[config.mk]
export PLATFORM = sky130hd
export DESIGN_NAME = cwwp_top
export DESIGN_NICKNAME = d
export VERILOG_FILES = /design/src/cwwp_top.v
export VERILOG_INCLUDE_DIRS = /design/src /design/src/inc
export SDC_FILE = /design/constraint.sdc
export NUM_CORES = 1
export LEC_CHECK = 0
export BUFFER_PORTS_ARGS = -buffer_cell sky130_fd_sc_hd__buf_2
export CORE_MARGIN = 5
export CORE_UTILIZATION = 34
export CTS_CLUSTER_DIAMETER = 50
export CTS_CLUSTER_SIZE = 8
export DETAILED_ROUTE_END_ITERATION = 8
export HOLD_SLACK_MARGIN = 0.15
export PLACE_DENSITY = 0.6
export SKIP_LAST_GASP = 1
export SYNTH_ARGS = -nofsm -noshare
export SYNTH_HDL_FRONTEND = slang
export SYNTH_SLANG_ARGS = --single-unit
[constraint.sdc]
create_clock -name clk_i -period 4.2 [get_ports clk_i]
set_input_delay 0.84 -clock clk_i [delete_from_list [all_inputs] [get_ports clk_i]]
set_output_delay 0.84 -clock clk_i [all_outputs]
set_load 0.01 [all_outputs]
[src/inc/cwwp_regs.vh]
// register map and field layout of the config word protection block
// assumes a 32-bit classic wishbone slave and a 24-bit program address
`ifndef CWWP_REGS_VH
`define CWWP_REGS_VH
// register byte offsets
`define CWWP_OFF_CW3 4'h0
`define CWWP_OFF_CW4 4'h4
`define CWWP_OFF_STAT 4'h8
`define CWWP_OFF_CTRL 4'hC
// fields of configuration word three
`define CWWP_BOUNDARY_DIRECTION 15
`define CWWP_CONFIG_PAGE_PROTECT_N 14
`define CWWP_SEGMENT_PROTECT_DISABLE 13
`define CWWP_PARALLEL_PORT_PIN_MAP 12
`define CWWP_WAKE_HI 11
`define CWWP_WAKE_LO 10
`define CWWP_SECONDARY_OSCILLATOR_HI 9
`define CWWP_SECONDARY_OSCILLATOR_LO 8
`define CWWP_PAGE_HI 7
`define CWWP_PAGE_LO 0
// codes of the two-bit selects
`define CWWP_WAKE_DEFAULT 2'h3
`define CWWP_WAKE_FAST 2'h1
`define CWWP_SECONDARY_OSCILLATOR_HIGH 2'h3
`define CWWP_SECONDARY_OSCILLATOR_RSVD 2'h2
`define CWWP_SECONDARY_OSCILLATOR_LOW 2'h1
`define CWWP_SECONDARY_OSCILLATOR_EXT 2'h0
// unimplemented upper bytes and erased values
`define CWWP_CW3_UPPER 8'hFF
`define CWWP_CW4_UPPER 8'h00
`define CWWP_ERASED 16'hFFFF
// page of 512 instruction words spans 1024 address units
`define CWWP_PAGE_SHIFT 10
// status bits
`define CWWP_ST_REJECT 0
`define CWWP_ST_WAKE_RSVD 1
`define CWWP_ST_SECONDARY_OSCILLATOR_RSVD 2
`define CWWP_ST_CFG_PROT 3
`define CWWP_ST_ENABLED 4
`define CWWP_ST_LO_LSB 8
`define CWWP_ST_HI_LSB 16
`define CWWP_ST_REJ_LSB 24
// control bits and start-up synchroniser length
`define CWWP_CTRL_CLR_REJECT 0
`define CWWP_SYNC_CYCLES 2'h2
`endif

[src/cwwp_top.v]
// config word decode and segmented flash write protection
// assumes fuse values are static, flash requests on clk_i
//
// Register access over Wishbone and the register addresses were left to the implementer.
`timescale 1ns/1ns
`include "cwwp_regs.vh"
module cwwp_top #(
  parameter ADDR_W = 24,
  parameter [7:0] LAST_PAGE = 8'hFF,
  parameter PIN64 = 0
) (
  input wire clk_i,
  input wire rst_i,
  // classic wishbone slave
  input wire wb_cyc_i,
  input wire wb_stb_i,
  input wire wb_we_i,
  input wire [3:0] wb_adr_i,
  input wire [3:0] wb_sel_i,
  input wire [31:0] wb_dat_i,
  output reg [31:0] wb_dat_o,
  output reg wb_ack_o,
  // nonvolatile fuse image, from outside the clock domain
  input wire [15:0] nv_cw3_i,
  input wire [15:0] nv_cw4_i,
  // one-time programming of word three
  output reg cw3_prog_o,
  output reg [15:0] cw3_prog_data_o,
  // flash write controller requests
  input wire fl_req_i,
  input wire [ADDR_W-1:0] fl_addr_i,
  output reg fl_ok_o,
  output reg fl_reject_o,
  // regulator standby allowed, from the reset controller
  input wire reg_standby_en_i,
  // decoded configuration
  output reg ready_o,
  output reg pmp_default_map_o,
  output reg wake_fast_o,
  output reg secondary_oscillator_high_drive_o,
  output reg secondary_oscillator_low_power_o,
  output reg secondary_oscillator_ext_o
);

  localparam [2:0] ST_SYNC = 3'h1;
  localparam [2:0] ST_LOAD = 3'h2;
  localparam [2:0] ST_RUN = 3'h4;

  // synchroniser stages, one pair per fuse word
  reg [15:0] cw3_m_ff;
  reg [15:0] cw3_s_ff;
  reg [15:0] cw4_m_ff;
  reg [15:0] cw4_s_ff;
  reg [2:0] state_ff;
  reg [2:0] nxt_state;
  reg [1:0] cnt_ff;
  // latched words, program image, window bounds and flags
  reg [15:0] cw3_ff;
  reg [15:0] cw4_ff;
  reg [15:0] img_ff;
  reg [7:0] lo_ff;
  reg [7:0] hi_ff;
  reg en_ff;
  reg cfg_prot_ff;
  reg reject_ff;
  reg [7:0] rej_page_ff;

  // two-flop synchroniser for the fuse image
  // image is quasi-static; only the settled copy is ever latched
  always @(posedge clk_i) begin
    cw3_m_ff <= nv_cw3_i;
    cw3_s_ff <= cw3_m_ff;
    cw4_m_ff <= nv_cw4_i;
    cw4_s_ff <= cw4_m_ff;
  end

  // timeline after release: count runs 0..2 while the synchroniser
  // flushes, one edge latches the words, then run; ready_o and the
  // window bounds follow one edge after run is entered
  // start-up sequencer: settle synchroniser, then latch once
  always @* begin
    case (state_ff)
      ST_SYNC: nxt_state = (cnt_ff == `CWWP_SYNC_CYCLES) ?
                           ST_LOAD : ST_SYNC;
      ST_LOAD: nxt_state = ST_RUN;
      ST_RUN: nxt_state = ST_RUN;
      default: nxt_state = ST_SYNC;
    endcase
  end

  always @(posedge clk_i) begin
    if (rst_i) begin
      state_ff <= ST_SYNC;
      cnt_ff <= 2'h0;
    end else begin
      state_ff <= nxt_state;
      if (state_ff == ST_SYNC)
        cnt_ff <= cnt_ff + 2'h1;
    end
  end

  // latched words: taken once after reset, never while running
  always @(posedge clk_i) begin
    if (rst_i) begin
      cw3_ff <= `CWWP_ERASED;
      cw4_ff <= `CWWP_ERASED;
    end else if (state_ff == ST_LOAD) begin
      cw3_ff <= cw3_s_ff;
      cw4_ff <= cw4_s_ff;
    end
  end

  wire dir = cw3_ff[`CWWP_BOUNDARY_DIRECTION];
  wire cfgp_n = cw3_ff[`CWWP_CONFIG_PAGE_PROTECT_N];
  wire dis = cw3_ff[`CWWP_SEGMENT_PROTECT_DISABLE];
  wire [7:0] bpage = cw3_ff[`CWWP_PAGE_HI:`CWWP_PAGE_LO];
  wire [1:0] wake = cw3_ff[`CWWP_WAKE_HI:`CWWP_WAKE_LO];
  wire [1:0] secondary_oscillator = cw3_ff[`CWWP_SECONDARY_OSCILLATOR_HI:`CWWP_SECONDARY_OSCILLATOR_LO];
  // 64-pin parts have no map bit; it then reads as set
  wire pmap = cw3_ff[`CWWP_PARALLEL_PORT_PIN_MAP] | (PIN64 != 0);

  // window decode, registered so checks see stable bounds
  // both bounds are inclusive pages; with the disable bit set the
  // enable stays low and the bounds are never looked at
  always @(posedge clk_i) begin
    if (rst_i) begin
      lo_ff <= 8'h00;
      hi_ff <= LAST_PAGE;
      en_ff <= 1'b0;
      cfg_prot_ff <= 1'b0;
    end else if (state_ff == ST_RUN) begin
      en_ff <= ~dis;
      lo_ff <= dir ? bpage : 8'h00;
      hi_ff <= dir ? LAST_PAGE : bpage;
      // override wins over the open setting of the protect bit
      cfg_prot_ff <= ~dis & (~cfgp_n | dir |
                     (bpage == LAST_PAGE));
    end
  end

  // page of the requested address; config words share last page
  wire [7:0] req_page =
    fl_addr_i[`CWWP_PAGE_SHIFT +: 8];
  // addresses past the last page never fall in the window
  wire above = |(fl_addr_i >> (`CWWP_PAGE_SHIFT + 8));
  wire in_seg = en_ff & ~above &
                (req_page >= lo_ff) & (req_page <= hi_ff);
  wire in_cfg = cfg_prot_ff & ~above & (req_page == LAST_PAGE);
  wire run = (state_ff == ST_RUN);

  // bounds are valid from the edge that raises ready_o; in the one
  // cycle where run is set but the bounds are not, requests and
  // word three writes are refused so nothing slips through
  wire live = ready_o;

  // wishbone decode; ack for one cycle, then dropped
  wire wb_hit = wb_cyc_i & wb_stb_i & ~wb_ack_o;
  wire wr_cw3 = wb_hit & wb_we_i & (wb_adr_i == `CWWP_OFF_CW3);
  wire wr_ctrl = wb_hit & wb_we_i & (wb_adr_i == `CWWP_OFF_CTRL);
  wire clr_rej = wr_ctrl & wb_sel_i[0] &
                 wb_dat_i[`CWWP_CTRL_CLR_REJECT];
  // upper byte lanes carry nothing writable
  wire [15:0] wmask = {{8{wb_sel_i[1]}}, {8{wb_sel_i[0]}}};
  // config words live in the last page: same guard applies
  wire cw3_blocked = ~live | cfg_prot_ff;

  // flash request answer: ok or reject one cycle later
  always @(posedge clk_i) begin
    if (rst_i) begin
      fl_ok_o <= 1'b0;
      fl_reject_o <= 1'b0;
    end else begin
      fl_ok_o <= fl_req_i & live & ~in_seg & ~in_cfg;
      // no request passes before the window is known;
      // refusing is the safe failure for a protection block,
      // so exactly one of the two answers is pulsed
      fl_reject_o <= fl_req_i & (~live | in_seg | in_cfg);
    end
  end

  // sticky reject flag; a new reject beats the clear
  // page field keeps the last refused page for software
  always @(posedge clk_i) begin
    if (rst_i) begin
      reject_ff <= 1'b0;
      rej_page_ff <= 8'h00;
    end else begin
      if (fl_req_i & (~live | in_seg | in_cfg)) begin
        reject_ff <= 1'b1;
        rej_page_ff <= req_page;
      end else if (wr_cw3 & cw3_blocked) begin
        reject_ff <= 1'b1;
        rej_page_ff <= LAST_PAGE;
      end else if (clr_rej) begin
        reject_ff <= 1'b0;
      end
    end
  end

  // program image: bits only go from one to zero, once
  // the new image only reaches the fuse store; the decode keeps
  // the latched word until the next reset
  always @(posedge clk_i) begin
    if (rst_i) begin
      img_ff <= `CWWP_ERASED;
      cw3_prog_o <= 1'b0;
      cw3_prog_data_o <= `CWWP_ERASED;
    end else begin
      if (state_ff == ST_LOAD)
        img_ff <= cw3_s_ff;
      cw3_prog_o <= wr_cw3 & ~cw3_blocked;
      if (wr_cw3 & ~cw3_blocked) begin
        // a programmed zero cannot return to one
        img_ff <= img_ff & (wb_dat_i[15:0] | ~wmask);
        cw3_prog_data_o <= img_ff & (wb_dat_i[15:0] | ~wmask);
      end
    end
  end

  // decoded side outputs, stable once running except wake_fast_o, which follows reg_standby_en_i
  // pmap already carries the 64-pin forcing of the map bit
  always @(posedge clk_i) begin
    if (rst_i) begin
      ready_o <= 1'b0;
      pmp_default_map_o <= 1'b1;
      wake_fast_o <= 1'b0;
      secondary_oscillator_high_drive_o <= 1'b0;
      secondary_oscillator_low_power_o <= 1'b0;
      secondary_oscillator_ext_o <= 1'b0;
    end else if (run) begin
      ready_o <= 1'b1;
      pmp_default_map_o <= pmap;
      // fast wake only counts when standby is allowed
      wake_fast_o <= reg_standby_en_i &
                     (wake == `CWWP_WAKE_FAST);
      secondary_oscillator_high_drive_o <= (secondary_oscillator == `CWWP_SECONDARY_OSCILLATOR_HIGH);
      secondary_oscillator_low_power_o <= (secondary_oscillator == `CWWP_SECONDARY_OSCILLATOR_LOW);
      // pin must be a digital input in this mode
      secondary_oscillator_ext_o <= (secondary_oscillator == `CWWP_SECONDARY_OSCILLATOR_EXT);
    end
  end

  // read mux; unmapped offsets read zero
  // reserved select codes are flagged so software can spot a
  // mis-programmed word; the decode still maps them to safe outputs
  reg [31:0] rd_data;
  always @* begin
    rd_data = 32'h0000_0000;
    case (wb_adr_i)
      `CWWP_OFF_CW3: rd_data = {8'h00, `CWWP_CW3_UPPER,
                                cw3_ff[15:13], pmap,
                                cw3_ff[11:0]};
      `CWWP_OFF_CW4: rd_data = {8'h00, `CWWP_CW4_UPPER,
                                cw4_ff};
      `CWWP_OFF_STAT: begin
        rd_data[`CWWP_ST_REJECT] = reject_ff;
        rd_data[`CWWP_ST_WAKE_RSVD] = ~wake[0];
        rd_data[`CWWP_ST_SECONDARY_OSCILLATOR_RSVD] =
          (secondary_oscillator == `CWWP_SECONDARY_OSCILLATOR_RSVD);
        rd_data[`CWWP_ST_CFG_PROT] = cfg_prot_ff;
        rd_data[`CWWP_ST_ENABLED] = en_ff;
        rd_data[`CWWP_ST_LO_LSB +: 8] = lo_ff;
        rd_data[`CWWP_ST_HI_LSB +: 8] = hi_ff;
        rd_data[`CWWP_ST_REJ_LSB +: 8] = rej_page_ff;
      end
      default: rd_data = 32'h0000_0000;
    endcase
  end

  // bus answer registered, one wait state
  // a high ack masks the strobe, so a held request is not taken
  // twice; a next request can follow at once with stb held, no idle cycle needed
  always @(posedge clk_i) begin
    if (rst_i) begin
      wb_ack_o <= 1'b0;
      wb_dat_o <= 32'h0000_0000;
    end else begin
      wb_ack_o <= wb_hit;
      if (wb_hit & ~wb_we_i)
        wb_dat_o <= rd_data;
    end
  end

endmodule

==> impl_metrics.csv, run 1 <==
group,metric,value,unit
run_status,status,"completed",
yosys,yosysSeqAreaShare,55.9,%
sta,setup_viol,0,
pwr,power.internal,0.00352,W
sta,skew,13.3,ps
global_routing,antenna_found_initial,1,
pwr,sw_frac_of_total,21.6,%
global_routing,grt_pass1_vias,5426,
place,dp_cells,1114,
pwr,power_frac_clock,50.2,%
layout,nets,992,
drt,wl,19.1,mm
pwr,seqPwrFrac,45.0,%
sta,rsz0062_at_grt,"false",
worst_setup_path,max_stage_delay,540,ps
yosys,synth-main-ff-cell,"dfxtp_1",
clock_network,post_cts_buffers,0,
pwr,leakagePower,4.09,nW
global_routing,grt_max_degree,78,
layout,drive_gt1_share,21.0,%
floorplan,row_count,53,
layout,instances_no_fill,1153,
worst_setup_path,critPathBufInv,1,
yosys,synth_cells,746,
drt,first_iter_violations,312,
clock_network,clockBufferDepth,3,
sta,hold_viol,0,
clock_network,numCtsBuffers,31,
clock_network,cts.clk_slew.worst_paths,50,ps
drt,ant_nets,0,
clock_network,clk_latency,540,ps
sta,worst_pin_slew,1010,ps
floorplan,start_util,34.4,%
global_routing,grt_pass1_wl,30.2,mm
sta,period_minus_slack,2370,ps
sta,slew_violations,0,
place,dp_hpwl,13.3,mm
yosys,synthArstFlopShare,0,%
yosys,synthesis.area,0.00724,mm2
drt,route.detailed.drc,0,
clock_network,clock_sinks,202,
floorplan,die_area,0.0243,mm2
place,port_buffers,132,
yosys,synth_edf_count,0,
pwr,finalPower,0.00449,W
yosys,synth_seq_cells,202,
worst_setup_path,cp-start-kind,"input pin",
pwr,p_sw,0.000971,W
sta,max_freq,422,MHz
layout,area_growth,24.5,%
layout,final_cell_mix,"dfxtp_1, buf_2, nand2_1, nor2_1, mux2i_1",
sta,fin_tns_setup,0,ps
drt,firstDrtPassIters,4,
floorplan,die_height,156,um
floorplan,die_x,156,um
global_routing,grtUsageTotal,15.4,%
yosys,synth_nets,866,
worst_setup_path,critPathTopFamily,"compound AO/OA/AOI/OAI gates",
drt,wl_per_cell,16.5,um
pwr,irDropWorstVdd,330,uV
floorplan,io_pins,161,
flow_run,maxCapViolations,0,
worst_setup_path,worstPathRequired,4620,ps
floorplan,core_area,0.0210,mm2
drt,vias,5706,
worst_setup_path,path_class,"in2reg",
drt,viasPerCell,4.95,
worst_setup_path,endpoint_kind,"register",
clock_network,cts_resized,0,
hold_path,hp-class,"reg2reg",
worst_setup_path,cp_max_fo,8,
clock_network,cts_max_level,1,
yosys,avgSynthCellArea,9.70,um2
sta,relSlewSlack,32.4,%
layout,n_antenna_cell,0,
pwr,power_density,498,mW/mm2
sta,fin_crit_sh,56.4,%
worst_setup_path,worstPathArrival,2790,ps
layout,mostFrequentLayoutCell,"dfxtp_1",
clock_network,root_buffer,"clkbuf_16",
layout,n_fill_cell,2057,
worst_setup_path,slowest_stage,"or3_1",
yosys,synth_cell_types,52,
clock_network,cts_tree,"yes",
place,place_congestion,0.821,
global_routing,grt_remaining_overflow,0,
pwr,combPwrFrac,4.7,%
clock_network,ctsHoldBuffers,0,
worst_setup_path,path_cells,"buf_2 -> ha_1 -> o21a_1 -> o21ai_1 -> a221oi_1 -> o311ai_1 -> or3_1 -> o221a_1",
yosys,yosysWarnings,0,
final timing paths:
path                         start                     endpoint  slack (ps)  depth (start not counted)
max                  fl_addr_i[12]  rej_page_ff[7]$_SDFFE_PP0P_        1830                          8
min            cw4_m_ff[1]$_DFF_P_          cw4_s_ff[1]$_DFF_P_         320                          0
max reg2reg  lo_ff[2]$_SDFFE_PP0N_  rej_page_ff[7]$_SDFFE_PP0P_        1900                          8
min reg2reg    cw4_m_ff[1]$_DFF_P_          cw4_s_ff[1]$_DFF_P_         320                          0
state kept, by name, indices dropped and copies added, names as in the netlist, 2 cells and up:
register / count
wb_dat_o: 32
cw3_ff: 16
cw3_m_ff: 16
cw3_prog_data_o: 16
cw3_s_ff: 16
cw4_ff: 16
cw4_m_ff: 16
cw4_s_ff: 16
img_ff: 16
hi_ff: 8
lo_ff: 8
rej_page_ff: 8
state_ff: 3
cnt_ff: 2
through the flow:
| stage | instance area (um2) | util, % | hold slack [ps] | worst slack (ps) |
|---|---|---|---|---|
| final | 9010 | 42.9 | 319 | 1830 |
| after global routing | 9010 | 42.9 | 322 | 1720 |
| after CTS | 9010 | 42.9 | 321 | 1850 |
| after detailed placement | 8120 | 38.6 | 312 | 1300 |
| after global placement | 8120 | 38.6 | 310 | 1300 |
| after floorplan | 7240 | - | 310 | 1640 |
routing by layer:
metal / up-vias / wire length [um] / track usage [%]
met3: 34 / 1580 / 3.72
met2: 212 / 8430 / 23.5
met4: 2 / 337 / 3.92
met1: 2580 / 8700 / 21.8
met5: - / 11 / 0
li1: 2878 / - / -
cell type report:
cell class	count	area (um2)	share of cell area [%]
tap	275	344	3.82
clock inverter	5	95.1	1.06
clock buffer	34	797	8.85
multi-input combinational	458	2860	31.8
sequential	202	4040	44.9
inverter	39	146	1.62
timing repair buffer	140	721	8.00
power groups by stage:
stage	Sequential (W)	Combinational, W	Clock [W]
6_report	0.00202	0.000212	0.00225
5_1_grt	0.00203	0.000241	0.00238
4_1_cts	0.00202	0.000214	0.00230
3_5_place_dp	0.00206	0.000212	0
3_3_place_gp	0.00206	0.000209	0
2_1_floorplan	0.00205	0.000134	0
cells by family after synthesis:
group,after synthesis,synth area share (%)
DFF,202,55.9
muxes,47,6.50
xor gates and xnor gates,1,0.121
AOI/OAI and AO/OA,165,15.6
buffers and inverters,86,4.67
and+or+nand+nor,228,14.2
adders and majority gates,17,2.94
synthesized netlist by cell type (3+ instances only):
cell | n | share of area, %
o311ai_0 | 4 | 0.48
nand2_1 | 86 | 4.5
nand3_1 | 22 | 1.5
o22ai_1 | 8 | 0.69
buf_2 | 6 | 0.42
mux2i_1 | 47 | 6.5
ha_1 | 17 | 2.9
nor2_1 | 66 | 3.4
o311ai_1 | 13 | 1.6
nor4_1 | 4 | 0.35
a211oi_1 | 9 | 0.93
a221o_1 | 16 | 2.2
buf_1 | 7 | 0.36
o221a_1 | 8 | 1.2
a22oi_1 | 12 | 1.2
nand3b_1 | 3 | 0.31
nand4_1 | 5 | 0.43
o21ai_0 | 28 | 1.9
clkbuf_1 | 33 | 1.7
nor3_1 | 22 | 1.5
dfxtp_1 | 202 | 56
inv_1 | 39 | 2.0
a21oi_1 | 41 | 2.8
nor2b_1 | 3 | 0.26
o21ai_1 | 12 | 0.83
No activity file was read; power rests on OpenSTA's default activity.
==> run 2: changes to the inputs <==
- clock period: 4.2 -> 2.3 ns (I/O delays scaled with it)
==> impl_metrics.csv, run 2 (synthesis gave the netlist of run 1 again) <==
group,metric,value,unit
pwr,power.internal,0.00658,W
clock_network,clk_latency,550,ps
global_routing,grt.busiest_layer,"met2",
worst_setup_path,cp_max_fo,8,
pwr,leakagePower,4.35,nW
floorplan,die_area,0.0243,mm2
worst_setup_path,max_stage_delay,450,ps
global_routing,grt_pass1_wl,30.5,mm
global_routing,gr-usage-met1,21.4,%
clock_network,cts_max_level,1,
drt,vias,5955,
drt,ant_nets,0,
drt,route.detailed.drc,0,
sta,setup_ws,95.6,ps
floorplan,core_area,0.0210,mm2
layout,drive_gt1_share,22.4,%
floorplan,row_count,53,
layout,multi_input_area,0.00289,mm2
sta,fin_tns_setup,0,ps
drt,wl_per_cell,16.5,um
pwr,irDropWorstVdd,667,uV
sta,hold_viol,0,
layout,area_growth,32.0,%
layout,final_cell_mix,"dfxtp_1, buf_2, nand2_1, nor2_1, mux2i_1",
global_routing,grtUsageTotal,15.6,%
layout,nets,1044,
clock_network,root_buffer,"clkbuf_16",
clock_network,cts.clk_slew.worst_paths,50,ps
floorplan,start_util,34.4,%
place,dp_hpwl,13.8,mm
global_routing,grt_remaining_overflow,0,
hold_path,hp-start,"reg_standby_en_i",
hold_path,hp-class,"in2reg",
layout,largest_reg_flops,32,
sta,setup_viol,0,
pwr,sw_frac_of_total,21.4,%
floorplan,die_height,156,um
drt,firstDrtPassIters,4,
worst_setup_path,worstPathArrival,2630,ps
place,port_buffers,132,
drt,viasPerCell,4.95,
clock_network,numCtsBuffers,31,
drt,first_iter_violations,293,
place,place_congestion,0.888,
layout,instances_no_fill,1204,
worst_setup_path,slowest_stage,"or3_4",
place,dp_cells,1134,
clock_network,cts_tree,"yes",
layout,post-route-util,45.4,%
worst_setup_path,rr_worst_depth,8,
pwr,finalPower,0.00837,W
layout,mostFrequentLayoutCell,"dfxtp_1",
global_routing,grt_pass1_vias,5711,
sta,skew,11.5,ps
run_status,status,"completed",
global_routing,met2_usage,24.9,%
worst_setup_path,r2r_end,"rej_page_ff[3]$_SDFFE_PP0P_",
pwr,p_sw,0.00179,W
layout,seqCellArea,0.00404,mm2
worst_setup_path,path_class,"reg2reg",
hold_path,whs_path_depth,3,
clock_network,post_cts_buffers,0,
sta,slew_violations,0,
sta,period_minus_slack,2200,ps
worst_setup_path,cp-start-kind,"register",
place,post-place-ws,-140,ps
worst_setup_path,path_cells,"inv_1 -> ha_1 -> o21a_1 -> o21ai_1 -> a221oi_2 -> o311ai_4 -> or3_4 -> o221a_1",
worst_setup_path,reg2reg_from,"lo_ff[2]$_SDFFE_PP0N_",
pwr,power_density,876,mW/mm2
sta,worst_pin_slew,870,ps
global_routing,grt_max_degree,78,
global_routing,antenna_found_initial,0,
sta,relSlewSlack,42.0,%
flow_run,maxCapViolations,0,
hold_path,min_to,"wake_fast_o$_SDFFE_PP0N_",
worst_setup_path,worstPathRequired,2720,ps
global_routing,use_met3,3.74,%
layout,n_antenna_cell,0,
layout,largest_register,"wb_dat_o",
pwr,seqPwrFrac,44.1,%
floorplan,io_pins,161,
sta,max_freq,454,MHz
worst_setup_path,endpoint_kind,"register",
sta,fin_crit_sh,95.8,%
worst_setup_path,critPathLaunch,"lo_ff[2]$_SDFFE_PP0N_",
drt,wl,19.8,mm
pwr,combPwrFrac,5.5,%
pwr,power_frac_clock,50.4,%
clock_network,clockBufferDepth,3,
worst_setup_path,r2r_slack,100,ps
floorplan,die_x,156,um
layout,n_fill_cell,1979,
clock_network,clock_sinks,202,
==> run 2: cell count changes in the layout (fill, tap and decap cells not counted), moves of 2 or more <==
| cell | previous run | this run |
|---|---|---|
| clkbuf_1 | 2 | 0 |
| buf_4 | 8 | 26 |
| dlygate4sd3_1 | 0 | 32 |
| buf_12 | 0 | 2 |
==> run 2: power by group through the flow <==
stage               Combinational (W)  Clock [W]  Sequential (W)
floorplan                    0.000244          0         0.00374
global placement             0.000404          0         0.00376
detailed placement           0.000410          0         0.00376
CTS                          0.000454    0.00432         0.00369
global route                 0.000505    0.00446         0.00370
finish                       0.000458    0.00422         0.00369
==> run 2: layer usage <==
| metal | share of wire [%] | vias up |
|---|---|---|
| li1 | - | 2980 |
| met5 | 0 | - |
| met2 | 46 | 187 |
| met4 | 1.6 | 0 |
| met1 | 45 | 2753 |
| met3 | 7.4 | 35 |
==> run 2: timing repair <==
item / in CTS / in global routing
hold endpoints to repair: 32 / 0
hold buffers: 32 / 0
gates resized for setup: 0 / 5
setup endpoints to repair: 0 / 8
==> run 2: through the flow <==
stage | cell area, um2 | hold WS, ps
finish | 9550 | 220
global route | 9550 | 209
CTS | 9520 | 208
detailed placement | 8290 | 312
global placement | 8290 | 311
floorplan | 7240 | 310
==> run 2: critical path: cells and delay by family (launching register included) <==
| family | cells | cell delay [ps] |
|---|---|---|
| adder cells (fa/ha/maj) | 1 | 300 |
| buffers and inverters | 1 | 100 |
| AO/OA/AOI/OAI | 5 | 910 |
| flip-flops | 1 | 320 |
| AND/OR/NAND/NOR | 1 | 450 |
==> run 2: final cells by class <==
type	count	area share (%)
Clock buffer	32	8.26
Clock inverter	6	1.28
Inverter	39	1.53
Multi-Input combinational cell	458	30.3
Sequential cell	202	42.3
Tap cell	275	3.60
Timing Repair Buffer	192	12.7
==> run 2: worst max path at each step <==
stage	to	slack, ps
2_1_floorplan	rej_page_ff[0]$_SDFFE_PP0P_	120
3_3_place_gp	rej_page_ff[7]$_SDFFE_PP0P_	-130
3_5_place_dp	rej_page_ff[7]$_SDFFE_PP0P_	-140
4_1_cts	rej_page_ff[7]$_SDFFE_PP0P_	6
5_1_grt	rej_page_ff[7]$_SDFFE_PP0P_	-40
6_report	rej_page_ff[3]$_SDFFE_PP0P_	100
==> run 3: changes to the inputs <==
- BUFFER_PORTS_ARGS: -buffer_cell sky130_fd_sc_hd__buf_2 -> unset
- CORE_UTILIZATION: 34 -> 60
- DONT_BUFFER_PORTS: unset -> 1
- PLACE_DENSITY: 0.6 -> 0.82
- clock period: 2.3 -> 2.5 ns (I/O delays scaled with it)
==> impl_metrics.csv, run 3 (synthesis gave the netlist of run 1 again) <==
group,metric,value,unit
run_status,status,"completed",
layout,drive_gt1_share,6.51,%
drt,ant_nets,0,
global_routing,grt_pass1_vias,5823,
drt,wl,19.0,mm
clock_network,clockBufferDepth,3,
flow_run,maxCapViolations,0,
layout,mostFrequentLayoutCell,"dfxtp_1",
layout,largest_register,"wb_dat_o",
floorplan,die_height,120,um
sta,max_freq,422,MHz
sta,relSlewSlack,39.1,%
drt,route.detailed.drc,0,
drt,first_iter_violations,560,
sta,rsz0062_at_grt,"false",
drt,wl_per_cell,20.4,um
hold_path,hp-class,"in2reg",
place,dp_hpwl,12.0,mm
clock_network,ctsHoldBuffers,41,
sta,period_minus_slack,2370,ps
sta,skew,17.1,ps
global_routing,grtUsageTotal,26.2,%
worst_setup_path,cp_max_fo,8,
drt,vias,5796,
sta,fin_crit_sh,94.7,%
layout,area_growth,18.0,%
drt,firstDrtPassIters,5,
place,port_buffers,0,
floorplan,row_count,40,
sta,setup_viol,0,
clock_network,post_cts_buffers,0,
clock_network,root_buffer,"clkbuf_16",
place,place_area,0.00732,mm2
clock_network,cts.clk_slew.worst_paths,50,ps
clock_network,clock_sinks,202,
layout,n_antenna_cell,0,
global_routing,antenna_found_initial,0,
layout,final_cell_mix,"dfxtp_1, nand2_1, nor2_1, mux2i_1, a21oi_1",
layout,n_fill_cell,829,
worst_setup_path,path_class,"reg2reg",
pwr,irDropWorstVdd,794,uV
worst_setup_path,worstPathRequired,2900,ps
worst_setup_path,endpoint_kind,"register",
floorplan,die_area,0.0144,mm2
pwr,power_density,840,mW/mm2
clock_network,cts_resized,0,
floorplan,io_pins,161,
clock_network,cts_tree,"yes",
layout,largest_reg_flops,32,
sta,fin_tns_setup,0,ps
floorplan,start_util,60.7,%
clock_network,numCtsBuffers,30,
sta,worst_pin_slew,914,ps
worst_setup_path,cp-start-kind,"register",
sta,slew_violations,0,
clock_network,clk_latency,530,ps
floorplan,die_x,120,um
floorplan,core_area,0.0119,mm2
global_routing,grt_max_degree,71,
sta,hold_viol,0,
clock_network,cts_max_level,1,
global_routing,grt_remaining_overflow,0,
worst_setup_path,worstPathArrival,2770,ps
place,place_congestion,0.843,
pwr,leakagePower,3.69,nW
global_routing,grt_pass1_wl,30.2,mm
drt,viasPerCell,6.23,
layout,fin_area,0.00854,mm2
layout,nets,901,
-- run 3: cell types whose count changed in the layout (fill, tap and decap cells not counted), sizes merged --
cell | before | now
buf | 160 | 10
dlygate4sd3 | 32 | 40
bufinv | 3 | 0
clkbuf | 32 | 31
-- run 3: layout make-up --
| cell class | instances | area, um2 | share of cell area, % |
|---|---|---|---|
| Clock buffer | 31 | 776 | 9.08 |
| Clock inverter | 3 | 21.3 | 0.249 |
| Inverter | 39 | 146 | 1.71 |
| Multi-Input combinational cell | 458 | 2860 | 33.5 |
| Sequential cell | 202 | 4040 | 47.3 |
| Tap cell | 147 | 184 | 2.15 |
| Timing Repair Buffer | 50 | 508 | 5.95 |
-- run 3: layer usage --
metal  routed length [um]  GRT usage, %  vias to the layer above
li1                     -             -                     2697
met1                 7420          32.4                     2737
met2                 9240          43.8                      311
met3                 1770          7.02                       51
met4                  552          9.95                        0
met5                    0             0                        -
-- run 3: worst paths after layout --
path                               from                     endpoint  slack (ps)  cells after the start
setup / recovery  lo_ff[2]$_SDFFE_PP0N_  rej_page_ff[3]$_SDFFE_PP0P_         130                      8
hold / removal            fl_addr_i[12]  rej_page_ff[2]$_SDFFE_PP0P_         160                      1
setup reg to reg  lo_ff[2]$_SDFFE_PP0N_  rej_page_ff[3]$_SDFFE_PP0P_         130                      8
hold reg to reg     cw3_m_ff[4]$_DFF_P_          cw3_s_ff[4]$_DFF_P_         320                      0
-- run 3: critical path: stages, from the launching register on --
cell and delay [ps]:
dfxtp_1 350, inv_1 90, ha_1 280, o21a_1 120, o21ai_1 60, a221oi_1 320, o311ai_1 200, or3_1 540
o221a_1 290
-- run 3: report_power, final --
| group | internal, W | leakage [nW] | switching [W] |
|---|---|---|---|
| registers | 0.00334 | 1.66 | 0.0000682 |
| clock network | 0.00215 | 0.390 | 0.00130 |
| logic | 0.000153 | 1.64 | 0.000164 |
| total | 0.00564 | 3.69 | 0.00153 |
-- run 3: stage by stage --
step           setup WS, ps  power [W]  cells  utilization, %  hold WS [ps]
2_1_floorplan           275    0.00366    746               -           310
3_3_place_gp            155    0.00368    855            61.4           311
3_5_place_dp            107    0.00370    855            61.4           313
4_1_cts                 167    0.00720    930            71.7           150
5_1_grt                7.28    0.00741    930            71.7           166
6_report                132    0.00717    930            71.7           162
